--- config.mk ---
export PLATFORM = sky130hd
export DESIGN_NAME = modem_mode_regs
export DESIGN_NICKNAME = d
export VERILOG_FILES = /design/src/design/modem_cfg_pkg.sv /design/src/design/modem_mode_regs.sv /design/src/design/symbol_clock_divider.sv
export SDC_FILE = /design/constraint.sdc
export NUM_CORES = 1
export LEC_CHECK = 0
export BUFFER_PORTS_ARGS = -buffer_cell sky130_fd_sc_hd__buf_4
export CELL_PAD_IN_SITES_DETAIL_PLACEMENT = 1
export CELL_PAD_IN_SITES_GLOBAL_PLACEMENT = 1
export CORE_ASPECT_RATIO = 0.75
export CORE_MARGIN = 2
export CORE_UTILIZATION = 42
export CTS_BUF_LIST = sky130_fd_sc_hd__clkbuf_8
export DETAILED_ROUTE_END_ITERATION = 8
export GPL_TIMING_DRIVEN = 0
export PLACE_DENSITY_LB_ADDON = 0.15
export SLEW_MARGIN = 40
export SYNTH_ARGS = -nofsm -noshare
export SYNTH_HDL_FRONTEND = slang
export SYNTH_HIERARCHICAL = 1
export SYNTH_SLANG_ARGS = --single-unit
--- constraint.sdc ---
create_clock -name pclk -period 4.35 [get_ports pclk]
set_clock_uncertainty 0.15 [all_clocks]
set_input_delay 0 -clock pclk [delete_from_list [all_inputs] [get_ports pclk]]
set_output_delay 0 -clock pclk [all_outputs]
set_load 0.02 [all_outputs]
--- src/design/modem_cfg_pkg.sv ---
// Purpose: Shared constants and field layouts of the modem configuration block
// Assumes: APB word registers, 8-bit fields in the low bits
// Notes: Both configuration registers are write-only
package modem_cfg_pkg;
    // Byte addresses on APB
    localparam logic [7:0] ADDR_RATE_CTRL = 8'h00;
    localparam logic [7:0] ADDR_OP_MODE = 8'h04;
    localparam logic [7:0] ADDR_STATUS = 8'h08;
    localparam int REG_W = 8;

    // Symbol-rate and receive tuning fields, bit 7 down to bit 0
    typedef struct packed {
        logic [1:0] symbol_clock_divider_sel;
        logic [1:0] sync_mismatch_tolerance;
        logic [1:0] level_measure_mode;
        logic [1:0] clock_loop_bandwidth;
    } rate_ctrl_t;

    // Operating mode fields, bit 7 down to bit 0
    typedef struct packed {
        logic interrupt_pin_enable;
        logic symbol_polarity_invert;
        logic direction_select;
        logic receive_eye_test;
        logic low_power_select;
        logic [2:0] spare;
    } op_mode_t;

    localparam rate_ctrl_t RATE_CTRL_RESET = 8'h00;
    localparam op_mode_t OP_MODE_RESET = 8'h00;

    // Level measurement modes
    localparam logic [1:0] LVL_HOLD = 2'h0;
    localparam logic [1:0] LVL_TRACK = 2'h1;
    localparam logic [1:0] LVL_LOSSY = 2'h2;
    localparam logic [1:0] LVL_SLOW = 2'h3;

    // Clock recovery loop bandwidths
    localparam logic [1:0] BW_HOLD = 2'h0;
    localparam logic [1:0] BW_NARROW = 2'h1;
    localparam logic [1:0] BW_MEDIUM = 2'h2;
    localparam logic [1:0] BW_WIDE = 2'h3;

    // Divider: base ratio 512, doubled per code step
    localparam int DIV_W = 13;
    localparam logic [DIV_W-1:0] DIV_BASE = 13'h0200;
    localparam logic [DIV_W-1:0] STEP_NARROW = 13'h0001;
    localparam logic [DIV_W-1:0] STEP_MEDIUM = 13'h0004;
    localparam logic [DIV_W-1:0] STEP_WIDE = 13'h0010;

    // Allowed mismatch totals per tolerance code
    localparam logic [3:0] TOL_CODE0 = 4'h0;
    localparam logic [3:0] TOL_CODE1 = 4'h2;
    localparam logic [3:0] TOL_CODE2 = 4'h4;
    localparam logic [3:0] TOL_CODE3 = 4'h6;
    localparam int MISMATCH_W = 6;

    // Settling after leaving powersave, in symbol times
    localparam int SETTLE_SYMBOLS = 20;

    // Status word bit positions
    localparam int ST_DIR = 0;
    localparam int ST_LOWPWR = 1;
    localparam int ST_VALID = 2;
    localparam int ST_LVL_ACQ = 3;
    localparam int ST_SYNC = 4;

    typedef enum logic {ACQ_IDLE, ACQ_SLOW_PEAK} acq_state_t;
endpackage : modem_cfg_pkg

--- src/design/modem_mode_regs.sv ---
// Purpose: APB-reached mode and tuning registers of a 4-level FSK modem
// Assumes: pclk is the crystal clock; status flag and datapath are outside
// Notes: Configuration registers read back as zero; status word is readable
`timescale 1ns/1ns
`default_nettype none
module modem_mode_regs #(
    parameter int SETTLE_COUNT = modem_cfg_pkg::SETTLE_SYMBOLS
) (
    input wire logic pclk, // Crystal rate clock
    input wire logic presetn, // Async reset, active low
    input wire logic [7:0] paddr, // APB byte address
    input wire logic psel, // APB select
    input wire logic penable, // APB access phase
    input wire logic pwrite, // APB write
    input wire logic [31:0] pwdata, // APB write data
    output logic [31:0] prdata, // APB read data
    output logic pready, // APB ready
    output logic pslverr, // APB error, unmapped address
    input wire logic status_irq_flag, // Interrupt flag of the status logic
    input wire logic [1:0] tx_symbol_in, // Symbol level code to send
    input wire logic [1:0] rx_baseband_in, // Sliced receive level code
    input wire logic rx_symbol_valid, // Receive symbol strobe
    input wire logic [1:0] sync_expected, // Expected sync symbol code
    input wire logic sync_search_start, // Start of a sync comparison
    input wire logic sync_search_end, // Last symbol of a comparison
    input wire logic level_acquire_sequence, // Start level acquisition
    input wire logic symbol_clock_acquire_sequence, // Clock acquisition active
    input wire logic phase_early, // Recovered clock early
    input wire logic phase_late, // Recovered clock late
    output logic symbol_tick, // Nominal symbol strobe
    output logic [1:0] tx_baseband_out, // Polarity-corrected tx code
    output logic [1:0] rx_symbol_level, // Polarity-corrected rx code
    output logic sync_found, // Sync pattern accepted, pulse
    output logic [1:0] level_mode_out, // Effective level mode
    output logic offset_cap_connect, // Offset capacitors in circuit
    output logic peak_fast_discharge, // Short discharge time constant
    output logic [1:0] loop_bw_out, // Effective loop bandwidth
    output logic interrupt_out_n, // Interrupt pin, active low
    output logic task_cancel, // Cancel current task, pulse
    output logic buffer_free_set, // Set buffer-free, no interrupt
    output logic eye_route, // Equalised rx to tx buffer
    output logic analog_enable, // Filters and recovery powered
    output logic tx_weak_bias, // Tx pin weakly tied to bias
    output logic output_valid // Filters settled
);
    if (SETTLE_COUNT < 1 || SETTLE_COUNT > 255) begin : g_chk
        $error("modem_mode_regs: SETTLE_COUNT out of range");
    end

    typedef struct packed {
        modem_cfg_pkg::rate_ctrl_t ctrl_wr; // Written, waits for symbol
        modem_cfg_pkg::op_mode_t mode_wr;
        modem_cfg_pkg::rate_ctrl_t ctrl;    // In use
        modem_cfg_pkg::op_mode_t mode;
        modem_cfg_pkg::acq_state_t acq;
        logic [modem_cfg_pkg::MISMATCH_W-1:0] mismatch;
        logic [7:0] settle;
        logic [31:0] prdata;
        logic pready;
        logic pslverr;
        logic [1:0] tx_out;
        logic [1:0] rx_level;
        logic sync_found;
        logic [1:0] level_mode;
        logic cap_connect;
        logic fast_discharge;
        logic [1:0] loop_bw;
        logic irq_n;
        logic task_cancel;
        logic buffer_free_flag_set;
        logic eye_route;
        logic analog_en;
        logic weak_bias;
        logic out_valid;
    } regs_state_t;

    regs_state_t r_reg, r_next;
    logic tick;
    logic fb_en;
    logic [modem_cfg_pkg::DIV_W-1:0] step;

    ////////////////////////////////////////////////////////////////////////
    // Level distance between two level codes
    function automatic logic [1:0] level_distance(input logic [1:0] a, input logic [1:0] b);
        level_distance = (a > b) ? a - b : b - a;
    endfunction : level_distance

    // Reverse a level code about the bias point
    function automatic logic [1:0] polarity(input logic [1:0] code, input logic flip);
        polarity = flip ? ~code : code;
    endfunction : polarity

    function automatic logic [3:0] tolerance_of(input logic [1:0] code);
        unique case (code)
            2'h0: tolerance_of = modem_cfg_pkg::TOL_CODE0;
            2'h1: tolerance_of = modem_cfg_pkg::TOL_CODE1;
            2'h2: tolerance_of = modem_cfg_pkg::TOL_CODE2;
            2'h3: tolerance_of = modem_cfg_pkg::TOL_CODE3;
        endcase
    endfunction : tolerance_of

    ////////////////////////////////////////////////////////////////////////
    // Loop step per bandwidth; hold and tx and powersave stop feedback
    always_comb begin
        unique case (r_reg.loop_bw)
            modem_cfg_pkg::BW_NARROW: step = modem_cfg_pkg::STEP_NARROW;
            modem_cfg_pkg::BW_MEDIUM: step = modem_cfg_pkg::STEP_MEDIUM;
            modem_cfg_pkg::BW_WIDE: step = modem_cfg_pkg::STEP_WIDE;
            modem_cfg_pkg::BW_HOLD: step = '0;
        endcase
    end
    assign fb_en = (r_reg.loop_bw != modem_cfg_pkg::BW_HOLD) && r_reg.analog_en;

    symbol_clock_divider #(
        .CNT_W(modem_cfg_pkg::DIV_W)
    ) u_div (
        .pclk(pclk),
        .presetn(presetn),
        .div_sel(r_reg.ctrl.symbol_clock_divider_sel),
        .feedback_en(fb_en),
        .step(step),
        .phase_early(phase_early),
        .phase_late(phase_late),
        .tick(tick)
    );

    ////////////////////////////////////////////////////////////////////////
    // Next state of the whole block
    always_comb begin
        logic rx_mode;
        logic access;
        logic mapped;
        logic dir_chg;
        logic pwr_chg;
        logic [modem_cfg_pkg::MISMATCH_W-1:0] sum;
        rx_mode = !r_reg.mode.direction_select;
        access = psel && penable && r_reg.pready;
        mapped = (paddr == modem_cfg_pkg::ADDR_RATE_CTRL) ||
                 (paddr == modem_cfg_pkg::ADDR_OP_MODE) ||
                 (paddr == modem_cfg_pkg::ADDR_STATUS);
        dir_chg = 1'b0;
        pwr_chg = 1'b0;
        sum = r_reg.mismatch;
        r_next = r_reg;
        r_next.task_cancel = 1'b0;
        r_next.buffer_free_flag_set = 1'b0;
        r_next.sync_found = 1'b0;

        // APB: answer is ready in the first access cycle
        r_next.pready = psel && !penable;
        r_next.pslverr = psel && !penable && !mapped;
        r_next.prdata = '0;
        if (psel && !penable && paddr == modem_cfg_pkg::ADDR_STATUS) begin
            r_next.prdata[modem_cfg_pkg::ST_DIR] = r_reg.mode.direction_select;
            r_next.prdata[modem_cfg_pkg::ST_LOWPWR] = r_reg.mode.low_power_select;
            r_next.prdata[modem_cfg_pkg::ST_VALID] = r_reg.out_valid;
            r_next.prdata[modem_cfg_pkg::ST_LVL_ACQ] = r_reg.acq == modem_cfg_pkg::ACQ_SLOW_PEAK;
            r_next.prdata[modem_cfg_pkg::ST_SYNC] = r_reg.sync_found;
        end
        if (access && pwrite && paddr == modem_cfg_pkg::ADDR_RATE_CTRL) begin
            r_next.ctrl_wr = pwdata[modem_cfg_pkg::REG_W-1:0];
        end
        if (access && pwrite && paddr == modem_cfg_pkg::ADDR_OP_MODE) begin
            r_next.mode_wr = pwdata[modem_cfg_pkg::REG_W-1:0];
        end

        // Whole registers move into use on a symbol strobe
        if (tick) begin
            r_next.ctrl = r_reg.ctrl_wr;
            r_next.mode = r_reg.mode_wr;
            dir_chg = r_reg.mode_wr.direction_select != r_reg.mode.direction_select;
            pwr_chg = r_reg.mode_wr.low_power_select != r_reg.mode.low_power_select;
        end
        r_next.task_cancel = dir_chg;
        r_next.buffer_free_flag_set = dir_chg || pwr_chg;

        // Frame sync mismatch total over one comparison
        if (rx_symbol_valid && rx_mode) begin
            if (sync_search_start) begin
                sum = '0;
            end
            sum = sum + modem_cfg_pkg::MISMATCH_W'(level_distance(
                polarity(rx_baseband_in, !r_reg.mode.symbol_polarity_invert),
                sync_expected));
            r_next.mismatch = sum;
            r_next.sync_found = sync_search_end &&
                (sum <= modem_cfg_pkg::MISMATCH_W'(tolerance_of(
                    r_reg.ctrl.sync_mismatch_tolerance)));
        end

        // Level acquisition holds slow peak until sync is found or direction changes
        unique case (r_reg.acq)
            modem_cfg_pkg::ACQ_IDLE: begin
                if (level_acquire_sequence && rx_mode) begin
                    r_next.acq = modem_cfg_pkg::ACQ_SLOW_PEAK;
                end
            end
            modem_cfg_pkg::ACQ_SLOW_PEAK: begin
                if (r_reg.sync_found || dir_chg) begin
                    r_next.acq = modem_cfg_pkg::ACQ_IDLE;
                end
            end
        endcase

        // Effective level mode; transmit leaves the circuits idle
        if (!rx_mode) begin
            r_next.level_mode = modem_cfg_pkg::LVL_HOLD;
        end else if (r_reg.acq == modem_cfg_pkg::ACQ_SLOW_PEAK) begin
            r_next.level_mode = modem_cfg_pkg::LVL_SLOW;
        end else begin
            r_next.level_mode = r_reg.ctrl.level_measure_mode;
        end
        r_next.cap_connect = r_next.level_mode != modem_cfg_pkg::LVL_HOLD;
        r_next.fast_discharge = r_next.level_mode == modem_cfg_pkg::LVL_LOSSY;

        // Loop bandwidth; transmit holds the loop, clock acquisition in receive forces the widest loop
        if (!rx_mode) begin
            r_next.loop_bw = modem_cfg_pkg::BW_HOLD;
        end else if (symbol_clock_acquire_sequence) begin
            r_next.loop_bw = modem_cfg_pkg::BW_WIDE;
        end else begin
            r_next.loop_bw = r_reg.ctrl.clock_loop_bandwidth;
        end

        // Polarity of transmitted and received levels
        r_next.tx_out = polarity(tx_symbol_in, r_reg.mode.symbol_polarity_invert);
        r_next.rx_level = polarity(rx_baseband_in, !r_reg.mode.symbol_polarity_invert);

        // Interrupt pin follows the flag only when enabled
        r_next.irq_n = !(r_reg.mode.interrupt_pin_enable && status_irq_flag);

        // Powersave and the eye test route
        r_next.analog_en = !r_reg.mode.low_power_select;
        r_next.weak_bias = r_reg.mode.low_power_select;
        r_next.eye_route = r_reg.mode.receive_eye_test && rx_mode &&
                           !r_reg.mode.low_power_select;

        // Filters need settle time after power returns
        if (r_reg.mode.low_power_select) begin
            r_next.settle = '0;
            r_next.out_valid = 1'b0;
        end else if (tick && !r_reg.out_valid) begin
            r_next.settle = r_reg.settle + 1'b1;
            r_next.out_valid = r_reg.settle == 8'(SETTLE_COUNT - 1);
        end
    end

    ////////////////////////////////////////////////////////////////////////
    // State register; outputs valid after reset without power cycle delay
    always_ff @(posedge pclk or negedge presetn) begin
        if (!presetn) begin
            r_reg <= '0;
            r_reg.ctrl_wr <= modem_cfg_pkg::RATE_CTRL_RESET;
            r_reg.mode_wr <= modem_cfg_pkg::OP_MODE_RESET;
            r_reg.ctrl <= modem_cfg_pkg::RATE_CTRL_RESET;
            r_reg.mode <= modem_cfg_pkg::OP_MODE_RESET;
            r_reg.acq <= modem_cfg_pkg::ACQ_IDLE;
            r_reg.irq_n <= 1'b1;
            r_reg.analog_en <= 1'b1;
            r_reg.out_valid <= 1'b1;
        end else begin
            r_reg <= r_next;
        end
    end

    assign prdata = r_reg.prdata;
    assign pready = r_reg.pready;
    assign pslverr = r_reg.pslverr;
    assign symbol_tick = tick;
    assign tx_baseband_out = r_reg.tx_out;
    assign rx_symbol_level = r_reg.rx_level;
    assign sync_found = r_reg.sync_found;
    assign level_mode_out = r_reg.level_mode;
    assign offset_cap_connect = r_reg.cap_connect;
    assign peak_fast_discharge = r_reg.fast_discharge;
    assign loop_bw_out = r_reg.loop_bw;
    assign interrupt_out_n = r_reg.irq_n;
    assign task_cancel = r_reg.task_cancel;
    assign buffer_free_set = r_reg.buffer_free_flag_set;
    assign eye_route = r_reg.eye_route;
    assign analog_enable = r_reg.analog_en;
    assign tx_weak_bias = r_reg.weak_bias;
    assign output_valid = r_reg.out_valid;

    ////////////////////////////////////////////////////////////////////////
    // Checks beside the logic
    ctrl_apply_a: assert property (@(posedge pclk) disable iff (!presetn)
        tick |=> r_reg.ctrl == $past(r_reg.ctrl_wr))
        else $error("control fields not applied at symbol strobe");
    dir_cancel_a: assert property (@(posedge pclk) disable iff (!presetn)
        $changed(r_reg.mode.direction_select) |-> task_cancel && buffer_free_set)
        else $error("direction change did not cancel task");
    pwr_free_a: assert property (@(posedge pclk) disable iff (!presetn)
        $changed(r_reg.mode.low_power_select) |-> buffer_free_set)
        else $error("powersave change did not free buffer");
    irq_pin_a: assert property (@(posedge pclk) disable iff (!presetn)
        r_reg.mode.interrupt_pin_enable && status_irq_flag |=> !interrupt_out_n)
        else $error("interrupt pin not driven low");
    hold_float_a: assert property (@(posedge pclk) disable iff (!presetn)
        level_mode_out == modem_cfg_pkg::LVL_HOLD |-> !offset_cap_connect)
        else $error("offset capacitors connected in hold");
    acq_slow_a: assert property (@(posedge pclk) disable iff (!presetn)
        r_reg.acq == modem_cfg_pkg::ACQ_SLOW_PEAK && !r_reg.mode.direction_select
        |=> level_mode_out == modem_cfg_pkg::LVL_SLOW)
        else $error("acquisition did not force slow peak");
    tx_level_a: assert property (@(posedge pclk) disable iff (!presetn)
        r_reg.mode.direction_select |=> level_mode_out == modem_cfg_pkg::LVL_HOLD)
        else $error("level mode active in transmit");
    powersave_a: assert property (@(posedge pclk) disable iff (!presetn)
        r_reg.mode.low_power_select |=> !analog_enable && tx_weak_bias && !eye_route)
        else $error("powersave did not disable circuits");
    settle_a: assert property (@(posedge pclk) disable iff (!presetn)
        $fell(r_reg.mode.low_power_select) |-> !output_valid [*2])
        else $error("output valid too soon after powersave");
    eye_rx_a: assert property (@(posedge pclk) disable iff (!presetn)
        eye_route |-> $past(r_reg.mode.receive_eye_test) && !$past(r_reg.mode.direction_select))
        else $error("eye route outside receive test");
endmodule : modem_mode_regs
`default_nettype wire

--- src/design/symbol_clock_divider.sv ---
// Purpose: Nominal symbol clock from the crystal clock, with loop nudges
// Assumes: Phase pulses are synchronous to the clock
// Notes: Nudges only lengthen or shorten the period being loaded
`timescale 1ns/1ns
`default_nettype none
module symbol_clock_divider #(
    parameter int CNT_W = modem_cfg_pkg::DIV_W
) (
    input wire logic pclk, // Crystal rate clock
    input wire logic presetn, // Async reset, active low
    input wire logic [1:0] div_sel, // Division code
    input wire logic feedback_en, // Loop feedback allowed
    input wire logic [CNT_W-1:0] step, // Nudge size
    input wire logic phase_early, // Local clock early
    input wire logic phase_late, // Local clock late
    output logic tick // One-cycle symbol strobe
);
    typedef struct packed {
        logic [CNT_W-1:0] count;
        logic tick;
    } div_state_t;

    div_state_t r_reg, r_next;

    if (CNT_W < modem_cfg_pkg::DIV_W) begin : g_chk
        $error("symbol_clock_divider: CNT_W too small");
    end

    ////////////////////////////////////////////////////////////////////////
    // Count down, reload with the nominal period, adjusted by the loop
    always_comb begin
        logic [CNT_W-1:0] period;
        period = CNT_W'(modem_cfg_pkg::DIV_BASE << div_sel);
        r_next = r_reg;
        r_next.tick = 1'b0;
        if (r_reg.count == '0) begin
            r_next.tick = 1'b1;
            r_next.count = period - 1'b1;
            // Hold bandwidth leaves the period purely crystal based
            if (feedback_en && phase_late) begin
                r_next.count = period - 1'b1 - step;
            end else if (feedback_en && phase_early) begin
                r_next.count = period - 1'b1 + step;
            end
        end else begin
            r_next.count = r_reg.count - 1'b1;
        end
    end

    always_ff @(posedge pclk or negedge presetn) begin
        if (!presetn) begin
            r_reg <= '0;
        end else begin
            r_reg <= r_next;
        end
    end

    assign tick = r_reg.tick;
endmodule : symbol_clock_divider
`default_nettype wire

==> run summary, run 1 <==
The number of filler cells placed in the layout is 1188, and the area share of and/or/nand/nor cells after synthesis is 17.4%. The tools report the number of max-cap violations as 0. On the worst path, the slowest cell contributes a delay of 0.55 ns. During synthesis, Yosys emitted a total of 6 warnings. The post-synthesis async set-or-reset flop share works out to 100%.

The logs give 73 for the number of DRC markers in iteration 0 and 0.00448 mm2 for the area of the mapped netlist. The critical path contains buffers and inverters numbering 0 combined. In the final layout, the share of cells above drive strength 1 is 26.1%. Yosys attributes the largest share of cell area to sky130_fd_sc_hd__dfrtp_1 43%, sky130_fd_sc_hd__mux2_2 6.8%, sky130_fd_sc_hd__buf_4 6.7%, sky130_fd_sc_hd__ha_1 4.7%, sky130_fd_sc_hd__xnor2_1 2.7%.

Across the VDD grid, the largest voltage drop is 0.000185 V. Static timing analysis puts the maximum clock frequency at 251 MHz. The total wirelength of the detailed-routed design is 11400 um, and the post-DP HPWL is 8260 um.

For the setup TNS, the log shows 0 ns. For the total number of vias, the log shows 3613. Number of enable flip-flop cells after synthesis: 0. Global routing used 21.6% of the available tracks. The worst register-to-register path has a depth of 12. The startpoint of the lowest-slack hold path is penable. TritonCTS built the clock tree.

Startpoint type of the worst setup path: a flop. The die is 93.5 um tall. The slew at the pin with the worst max-slew slack is 0.740 ns, and the horizontal die dimension is 123 um. For the final count of hold timing violations, the log shows 0.

For this run, the leading register cell type out of synthesis is sky130_fd_sc_hd__dfrtp_1. Synthesis produced a netlist whose cell count is 442. The dominant combinational cell family by area after synthesis was simple AND/OR/NAND/NOR gates. Headroom to the max-slew limit came out at 50.3%.

The worst register-to-register path begins at r_reg[73]. Of all nets on the critical path, the largest fanout is 6. The fraction of synthesized area in multiplexers is 7.23%, and the count of endpoints failing setup in the final report is 0. Among all stages on the critical path, the largest delay is contributed by sky130_fd_sc_hd__fa_1. The number of global-route vias before repair was 3872; the core area was 0.0103 mm2. The clock latency at the later pin of the worst-skew pair was 0.35 ns; the number of search-and-repair iterations in the first detailed-routing pass was 4. The synthesized design contains 80 register bits. The flow ran to the end, and the final reports show no timing, DRC or antenna violations. The final period demand of the worst path is 3.99 ns, and the instance count along the most critical hold path is 4. Utilization after layout: 57.2%. The run gives 0 as the count of antenna-violating nets left after detailed routing. Data arrives at the worst endpoint at 4.06 ns.

Registers take 0.00201 mm2. The critical path goes through xnor2_1, nand2b_1, fa_1, a21oi_1, o221ai_1, fa_1, xnor2_1, ha_1, nor2b_1, o22ai_1, nand4b_1, a311oi_1. Growth of design area from synthesis to finish: 31.8%. The reg-to-reg critical path endpoint is sync_found.

After detailed routing, the average wire length per cell comes to 15.3 um. The final critical path takes up 91.8% of the cycle. The type of the tightest min-delay check was input port to flop.

The clock passes through at most 2 buffers. Buffers placed on the I/O ports in this run total 60. Clock-pin slew was measured on the worst setup and hold paths at 0.08 ns. The flip-flop count of the largest register after layout is 40. The worst setup path is captured at a flop. Counting distinct cell types in the post-synthesis netlist gives 59.

The class of the most critical setup path is flop to flop. The maximum number of pins on one net before global-route repair was 81; the number of CTS-inserted buffers was 9. The count of H-tree levels built during CTS was 3; the number of sinks handled by clock tree synthesis was 80. On the critical path the largest part of the delay comes from adder cells. The static leakage was 2.95 nW.

The post-synthesis compound-gate area fraction was 9.74%; the first-pass GRT wire length was 19200 um. Routability-driven placement finished with a final weighted congestion of 0.760. The floorplan step defined a die boundary enclosing 0.0115 mm2. For the worst path required time, the log shows 4.42 ns. In this run the cell area measured after placement is 0.00535 mm2. The end point of the worst hold path was prdata[2]. The initial utilization of the core area, before any placement, comes to 43.4%. The fraction of synthesized cell area in xor and xnor cells came out at 5.47%. Pin placement for this block handled 112 I/O pins.

With fillers left out, the area of the finished cells amounts to 0.00591 mm2. After synthesis, the largest area contributor takes up 43.0% of total cell area. The net count of the finished layout is 685. The worst register-to-register path has a setup slack of 0.36 ns. Sequential elements use 44.7% of the synthesized area. Of all cell types, the one taking the most synthesized area is sky130_fd_sc_hd__dfrtp_1.

The initial antenna violation count is 0. In this run the power density over the cells is 303 mW/mm2. For this run the aggregate overflow at the end of global routing stands at 0.

The number of antenna diodes is 0, and the number of core rows is 32. The per-cell via count in the routed design works out to 4.83. For this run, design rule violations remaining after detail routing come to 0. The footprint of the multi-input gates is 0.00230 mm2. Average cell area after synthesis: 10.1 um2. Setup repair after global routing left no endpoint under its margin. Adder-cell share of the synthesized area: 5.64%. The tools report the final number of max-transition violations as 0. Clock tree root buffer cell: sky130_fd_sc_hd__clkbuf_8.
==> worst register-to-register path, stage by stage (launching register included) <==
cell and delay (ns):
sky130_fd_sc_hd__dfrtp_1 0.49, sky130_fd_sc_hd__xnor2_1 0.26, sky130_fd_sc_hd__nand2b_1 0.16, sky130_fd_sc_hd__fa_1 0.44, sky130_fd_sc_hd__a21oi_1 0.16, sky130_fd_sc_hd__o221ai_1 0.20
sky130_fd_sc_hd__fa_1 0.55, sky130_fd_sc_hd__xnor2_1 0.29, sky130_fd_sc_hd__ha_1 0.29, sky130_fd_sc_hd__nor2b_1 0.14, sky130_fd_sc_hd__o22ai_1 0.15, sky130_fd_sc_hd__nand4b_1 0.18
sky130_fd_sc_hd__a311oi_1 0.41
==> timing repair <==
item / in CTS / in global routing
buffers inserted: 0 / 0
gates resized for setup: 0 / 1
hold buffers: 32 / 0
endpoints found under the setup margin: 0 / 1
hold endpoints to repair: 114 / 0
==> cells in the mapped netlist (7+ instances only) <==
cell	number
sky130_fd_sc_hd__clkbuf_1	10
sky130_fd_sc_hd__nor2_1	32
sky130_fd_sc_hd__a21oi_1	20
sky130_fd_sc_hd__o21ai_0	12
sky130_fd_sc_hd__mux2_2	27
sky130_fd_sc_hd__nor3_1	13
sky130_fd_sc_hd__buf_4	40
sky130_fd_sc_hd__nand2_1	28
sky130_fd_sc_hd__nor2b_1	8
sky130_fd_sc_hd__xnor2_1	14
sky130_fd_sc_hd__xor2_1	14
sky130_fd_sc_hd__and2_1	9
sky130_fd_sc_hd__dfrtp_1	77
sky130_fd_sc_hd__nand3_1	8
sky130_fd_sc_hd__nand2b_1	8
sky130_fd_sc_hd__nor4_1	7
sky130_fd_sc_hd__ha_1	17
sky130_fd_sc_hd__inv_1	23
==> per-stage QoR <==
stage               total power, W  instances  hold WS (ns)  setup WS [ns]
floorplan                  0.00103        505        -0.446          0.963
global placement           0.00114        701       -0.0263          0.488
detailed placement         0.00116        701       -0.0583          0.295
CTS                        0.00180        749        0.0270          0.262
global route               0.00188        748        0.0555          0.115
finish                     0.00179        748        0.0386          0.358
==> final cells by class <==
| cell class | instances | area share [%] |
|---|---|---|
| buffer | 52 | 5.88 |
| clock inverter | 6 | 1.52 |
| sequential | 80 | 33.9 |
| tap | 136 | 2.88 |
| timing repair buffer | 92 | 13.1 |
| clock buffer | 10 | 2.33 |
| multi-input combinational | 349 | 38.9 |
| inverter | 23 | 1.46 |
==> cells in the final DEF, fill, tap and decap left out, types with 3 or more instances in the layout <==
cell                             n
sky130_fd_sc_hd__a21o_1          3
sky130_fd_sc_hd__nor3_1         13
sky130_fd_sc_hd__nor2_1         32
sky130_fd_sc_hd__or4_1           4
sky130_fd_sc_hd__clkbuf_1        9
sky130_fd_sc_hd__clkbuf_8       10
sky130_fd_sc_hd__and2_1          9
sky130_fd_sc_hd__nor3b_1         3
sky130_fd_sc_hd__xor2_1         14
sky130_fd_sc_hd__buf_4          99
sky130_fd_sc_hd__mux2_2         27
sky130_fd_sc_hd__dfstp_2         3
sky130_fd_sc_hd__a31oi_1         6
sky130_fd_sc_hd__dlygate4sd3_1  32
sky130_fd_sc_hd__dfrtp_1        77
sky130_fd_sc_hd__nand3b_1        3
sky130_fd_sc_hd__a22o_1          3
sky130_fd_sc_hd__a21oi_1        20
sky130_fd_sc_hd__nand3_1         8
sky130_fd_sc_hd__conb_1         64
sky130_fd_sc_hd__xnor2_1        13
sky130_fd_sc_hd__o21ai_0        12
sky130_fd_sc_hd__or3_1           4
sky130_fd_sc_hd__nor2b_1         8
sky130_fd_sc_hd__nand2b_1        8
sky130_fd_sc_hd__nor4_1          6
sky130_fd_sc_hd__o21a_1          3
sky130_fd_sc_hd__ha_1           17
sky130_fd_sc_hd__nand2_1        28
sky130_fd_sc_hd__inv_1          23
sky130_fd_sc_hd__nand4_1         3
==> cells by family (layout without fill, tap and decap cells) <==
group,Yosys count,after routing
simple gates,143,143
flops,80,80
buf+inv,76,183
compound gates,66,66
mux,29,29
xor+xnor,28,28
fa+ha+maj,19,19
other cells,1,64
==> layer usage <==
metal  vias to the layer above  share of wire, %  GRT usage, %
li1                       1752                 -             -
met1                      1783                48          28.8
met2                        72                47          36.0
met3                         6               4.2          3.84
met4                         0              0.64          6.25
met5                         -                 0             0
==> how the worst max path moves through the flow <==
stage,from,end,slack [ns],depth (start not counted)
floorplan,r_reg[73],sync_found,0.96,12
global placement,r_reg[73],sync_found,0.49,12
detailed placement,r_reg[73],sync_found,0.30,12
CTS,r_reg[73],sync_found,0.26,12
global route,r_reg[73],sync_found,0.11,12
finish,r_reg[73],sync_found,0.36,12
==> where the power goes <==
group          switching [W]  internal (W)  total (W)
clock network       0.000277      0.000342   0.000619
registers          0.0000297      0.000781   0.000811
logic               0.000192      0.000169   0.000361
total               0.000499       0.00129    0.00179
Power figures use the tool's default switching activity.
==> run 2, diff against run 1 <==
- SYNTH_HIERARCHICAL: 1 -> default
==> run 2 against run 1 <==
Power is 13% lower. Cell count is 14% lower. Combinational power is 20% lower. Wire length is 21% lower. Largest cell class is now sequential cells. Sequential cell count stayed put. Count of clock-buffer cells in the layout stayed put. Register-to-register slack better by 0.17 ns. Sequential share of layout area is 4.4 points higher. Sequential power is 1% lower. Synthesized cell count is 14% lower. Non-clock buffer count is 5 lower. Setup slack better by 0.17 ns.
==> run summary, run 2 <==
Growth of design area from synthesis to finish: 29.3%. The peak fanout along the critical path works out to 6. The first global-routing pass estimated 15200 um of wire.

The logs give 0 for the final number of max-transition violations and 0.00950 mm2 for the core area. During placement, the flow inserted port buffers numbering 60. Fraction of post-synthesis cell area in the top cell type by area: 47.5%.

The clock tree root buffer cell is sky130_fd_sc_hd__clkbuf_8. The net switching power of the design was 0.000434 W. After technology mapping, the gate count stands at 379.

In this run, CTS created clock tree buffers numbering 9. The net switching share of the total power is 27.7%, and the part of the total power dissipated in the clock network is 30.5%. A synthesized cell averages 10.7 um2. The maximum clock insertion buffer count is 2, and the horizontal die dimension is 117 um. The run gives 23.6% as the met1 track utilization from global routing.

Registers are responsible for 51.2% of the overall power. Fraction of synthesized cell area in xor and xnor cells: 5.84%. In this run, the number of DRC markers left after iteration 0 of detailed routing was 96. Dividing the detail-routed wire length by the instance count gives 14.0 um.

For the post-detailed-route DRC marker count, the log shows 0. The count of antenna-violating nets left after detailed routing is 0, and the met3 track demand over resource is 5.10%. The minimum setup slack in the final design came out at 0.525 ns. Dividing total power by cell area gives a power density of 299 mW/mm2.

Count of endpoints failing setup in the final report: 0. The library cells used most frequently in the layout, excluding fill and tap cells, are 99 x sky130_fd_sc_hd__buf_4, 77 x sky130_fd_sc_hd__dfrtp_1, 30 x sky130_fd_sc_hd__nor2_1, 30 x sky130_fd_sc_hd__dlygate4sd3_1, 27 x sky130_fd_sc_hd__conb_1. The synthesized netlist contains 48 unique library cells.

Global routing used 18.6% of the available tracks. The slowest stage of the critical path belongs to the cell sky130_fd_sc_hd__fa_1. The clock reaches the later pin of the worst-skew pair after 0.36 ns. The tools report the count of H-tree levels built during CTS as 3. The number of sinks handled by clock tree synthesis was 80; the die area was 0.0105 mm2.

Setup repair after global routing left no endpoint under its margin. The largest stage delay on the critical path is 0.48 ns, and the final weighted congestion in routability-driven placement is 0.793. Across the run, the number of max-cap violations was 0. The run gives 47.0% as the worst max-slew margin expressed relative to the limit. The number of global-route vias before repair came out at 3148. The most common cell after layout, fill and taps aside was sky130_fd_sc_hd__buf_4. The first TritonRoute pass finished after 4 iterations. During synthesis, Yosys emitted a total of 0 warnings. The total global routing overflow is 0.

TritonCTS built the clock tree. met2 is the most crowded layer. Post-CTS timing repair inserted 0 buffers for setup. In this run the count of I/O pins placed on the die edge is 112. In this run the static leakage power is 2.59 nW. Counting flops with a built-in enable in the synthesized netlist gives 0. Counting flops with an async set or reset pin after synthesis yields a share of 100%. The final non-filler cell area was 0.00524 mm2. STA classifies the critical path startpoint as a flop.

Derived from the worst setup path, the maximum achievable clock frequency is 261 MHz. The fraction of synthesized area in multiplexers is 7.90%, and the adder-cell share of the synthesized area is 5.31%. The critical path goes through clkbuf_1, xnor2_1, nand2b_1, fa_1, o31ai_1, a31oi_1, fa_1, xor2_1, ha_1, nor2b_1, o21ai_0, o2111ai_1, nor3_1.

The tightest min-delay check is of the input port to flop type. From bottom edge to top edge, the die measures 89.1 um. Dominant combinational cell family by area after synthesis: simple AND/OR/NAND/NOR gates.

For the combinational power share, the log shows 18.3%. The share of cells above drive strength 1 was 28.8%. The tools report the data arrival time of the critical path as 3.93 ns. Once the floorplan was initialized, standard cells occupied 42.6% of the core. Ranked by instance count, the synthesized netlist is headed by 77 x sky130_fd_sc_hd__dfrtp_1, 40 x sky130_fd_sc_hd__buf_4, 30 x sky130_fd_sc_hd__nor2_1. The run gives 4.45 ns as the worst path required time. The flow ran to the end, and the final reports show no timing, DRC or antenna violations. The hold-fix buffer count after cts was 30.

The final period demand of the worst path works out to 3.82 ns. After clock tree synthesis, the clock-pin slew on the worst setup and hold paths is 0.08 ns. Adding up every negative setup slack in the final design gives 0 ns.

By instance count, the cell type seen most on the critical path is sky130_fd_sc_hd__fa_1. After synthesis, the cell types taking the most area are sky130_fd_sc_hd__dfrtp_1 48%, sky130_fd_sc_hd__buf_4 7.4%, sky130_fd_sc_hd__mux2_2 6.7%, sky130_fd_sc_hd__ha_1 4.3%, sky130_fd_sc_hd__xnor2_1 3.0%. The flip-flop count of the largest register after layout was 40.

The worst-case IR drop observed on VDD is 0.000197 V. The critical path capture point type is a flop. Global routing used 31.2% of the available met2 tracks. The number of gates resized after CTS was 0. The synthesized netlist occupies a cell area of 0.00405 mm2.

The synthesized netlist devotes 15.4% of its cell area to simple gates. The critical path is of the flop to flop type. The initial antenna violation count was 0; the number of core rows was 31.

The tools report the final count of hold timing violations as 0. The run gives 0.0557 ns as the final hold slack. The net count reported at finish came out at 581. After synthesis the netlist holds a flip-flop and latch count of 80. The pre-CTS setup slack was 0.546 ns.

The tools report the internal cell power as 0.00113 W. For the total number of vias, the log shows 2994. Summed over all instances, the cell type with the most area after synthesis is sky130_fd_sc_hd__dfrtp_1.

The routed design has 8980 um of wire. The dominant synthesized flop cell was sky130_fd_sc_hd__dfrtp_1. Per-cell via count in the routed design: 4.66. In this run the cell area measured after placement is 0.00478 mm2. For this run, the register share of the synthesized area comes to 49.5%. Detailed placement finished with a half-perimeter wire length of 6480 um. The most common cell in the synthesized netlist is sky130_fd_sc_hd__dfrtp_1. At the pin with the least slew margin, the transition time is 0.787 ns.

Entering global routing, the biggest net connects 81 pins. Summing the areas of all compound-gate instances in the mapped netlist gives 5.62% of the synthesized area. The number of antenna diodes in the final layout is 0. In the finished design, the share of the clock period the worst path needs comes to 87.9%. Measured on the finished design, the core utilization comes to 55.1%.
## run 2: cell type report
cell class              instances  area, um2
well taps                     132        165
plain buffers                  49        343
inverters                      20       75.1
clock inverters                 5       26.3
repair buffers                 90        754
clock buffers                  10        138
fillers                      1069       4260
multi-input cells             256       1730
flip-flops and latches         80       2010
## run 2: worst max-delay path: cells and delay by family, from the launching register on
kind	cells	cell delay (ns)
AO/OA/AOI/OAI	4	0.78
XOR/XNOR	2	0.35
adder cells (fa/ha/maj)	3	1.23
buffers and inverters	1	0.33
flip-flops	1	0.34
AND/OR/NAND/NOR	3	0.54
## run 2: power by group through the flow
stage | logic (W) | clock network, W | registers [W]
detailed placement | 0.000270 | 0 | 0.000818
global route | 0.000322 | 0.000522 | 0.000808
global placement | 0.000262 | 0 | 0.000816
floorplan | 0.000160 | 0 | 0.000823
finish | 0.000287 | 0.000477 | 0.000803
CTS | 0.000289 | 0.000494 | 0.000803
## run 2: cell families after synthesis
logic type	count (synthesis)
adders and majority gates	16
and+or+nand+nor	119
AOI/OAI and AO/OA	38
xor gates and xnor gates	27
DFF	80
buffers and inverters	69
other	1
muxes	29
## run 2: metrics by stage
step | total power [W] | cells
2_1_floorplan | 0.000983 | 405
3_5_place_dp | 0.00109 | 597
4_1_cts | 0.00159 | 642
3_3_place_gp | 0.00108 | 597
6_report | 0.00157 | 642
5_1_grt | 0.00165 | 642
## run 2: layer usage
layer | share of wire, % | up-vias
li1 | - | 1458
met1 | 47 | 1448
met2 | 46 | 74
met3 | 5.0 | 14
met4 | 1.8 | 0
met5 | 0 | -
## run 2: path summary, 6_finish.rpt
path	start	endpoint	slack, ns	depth (start not counted)
setup / recovery	r_reg[73]	sync_found	0.53	13
max in group asynchronous	presetn	u_div.r_reg[2]	3.45	2
setup reg to reg	r_reg[73]	sync_found	0.53	13
hold reg to reg	r_reg[74]	interrupt_out_n	0.26	1
hold / removal	paddr[0]	prdata[2]	0.06	5
min in group asynchronous	presetn	r_reg[54]	0.09	2
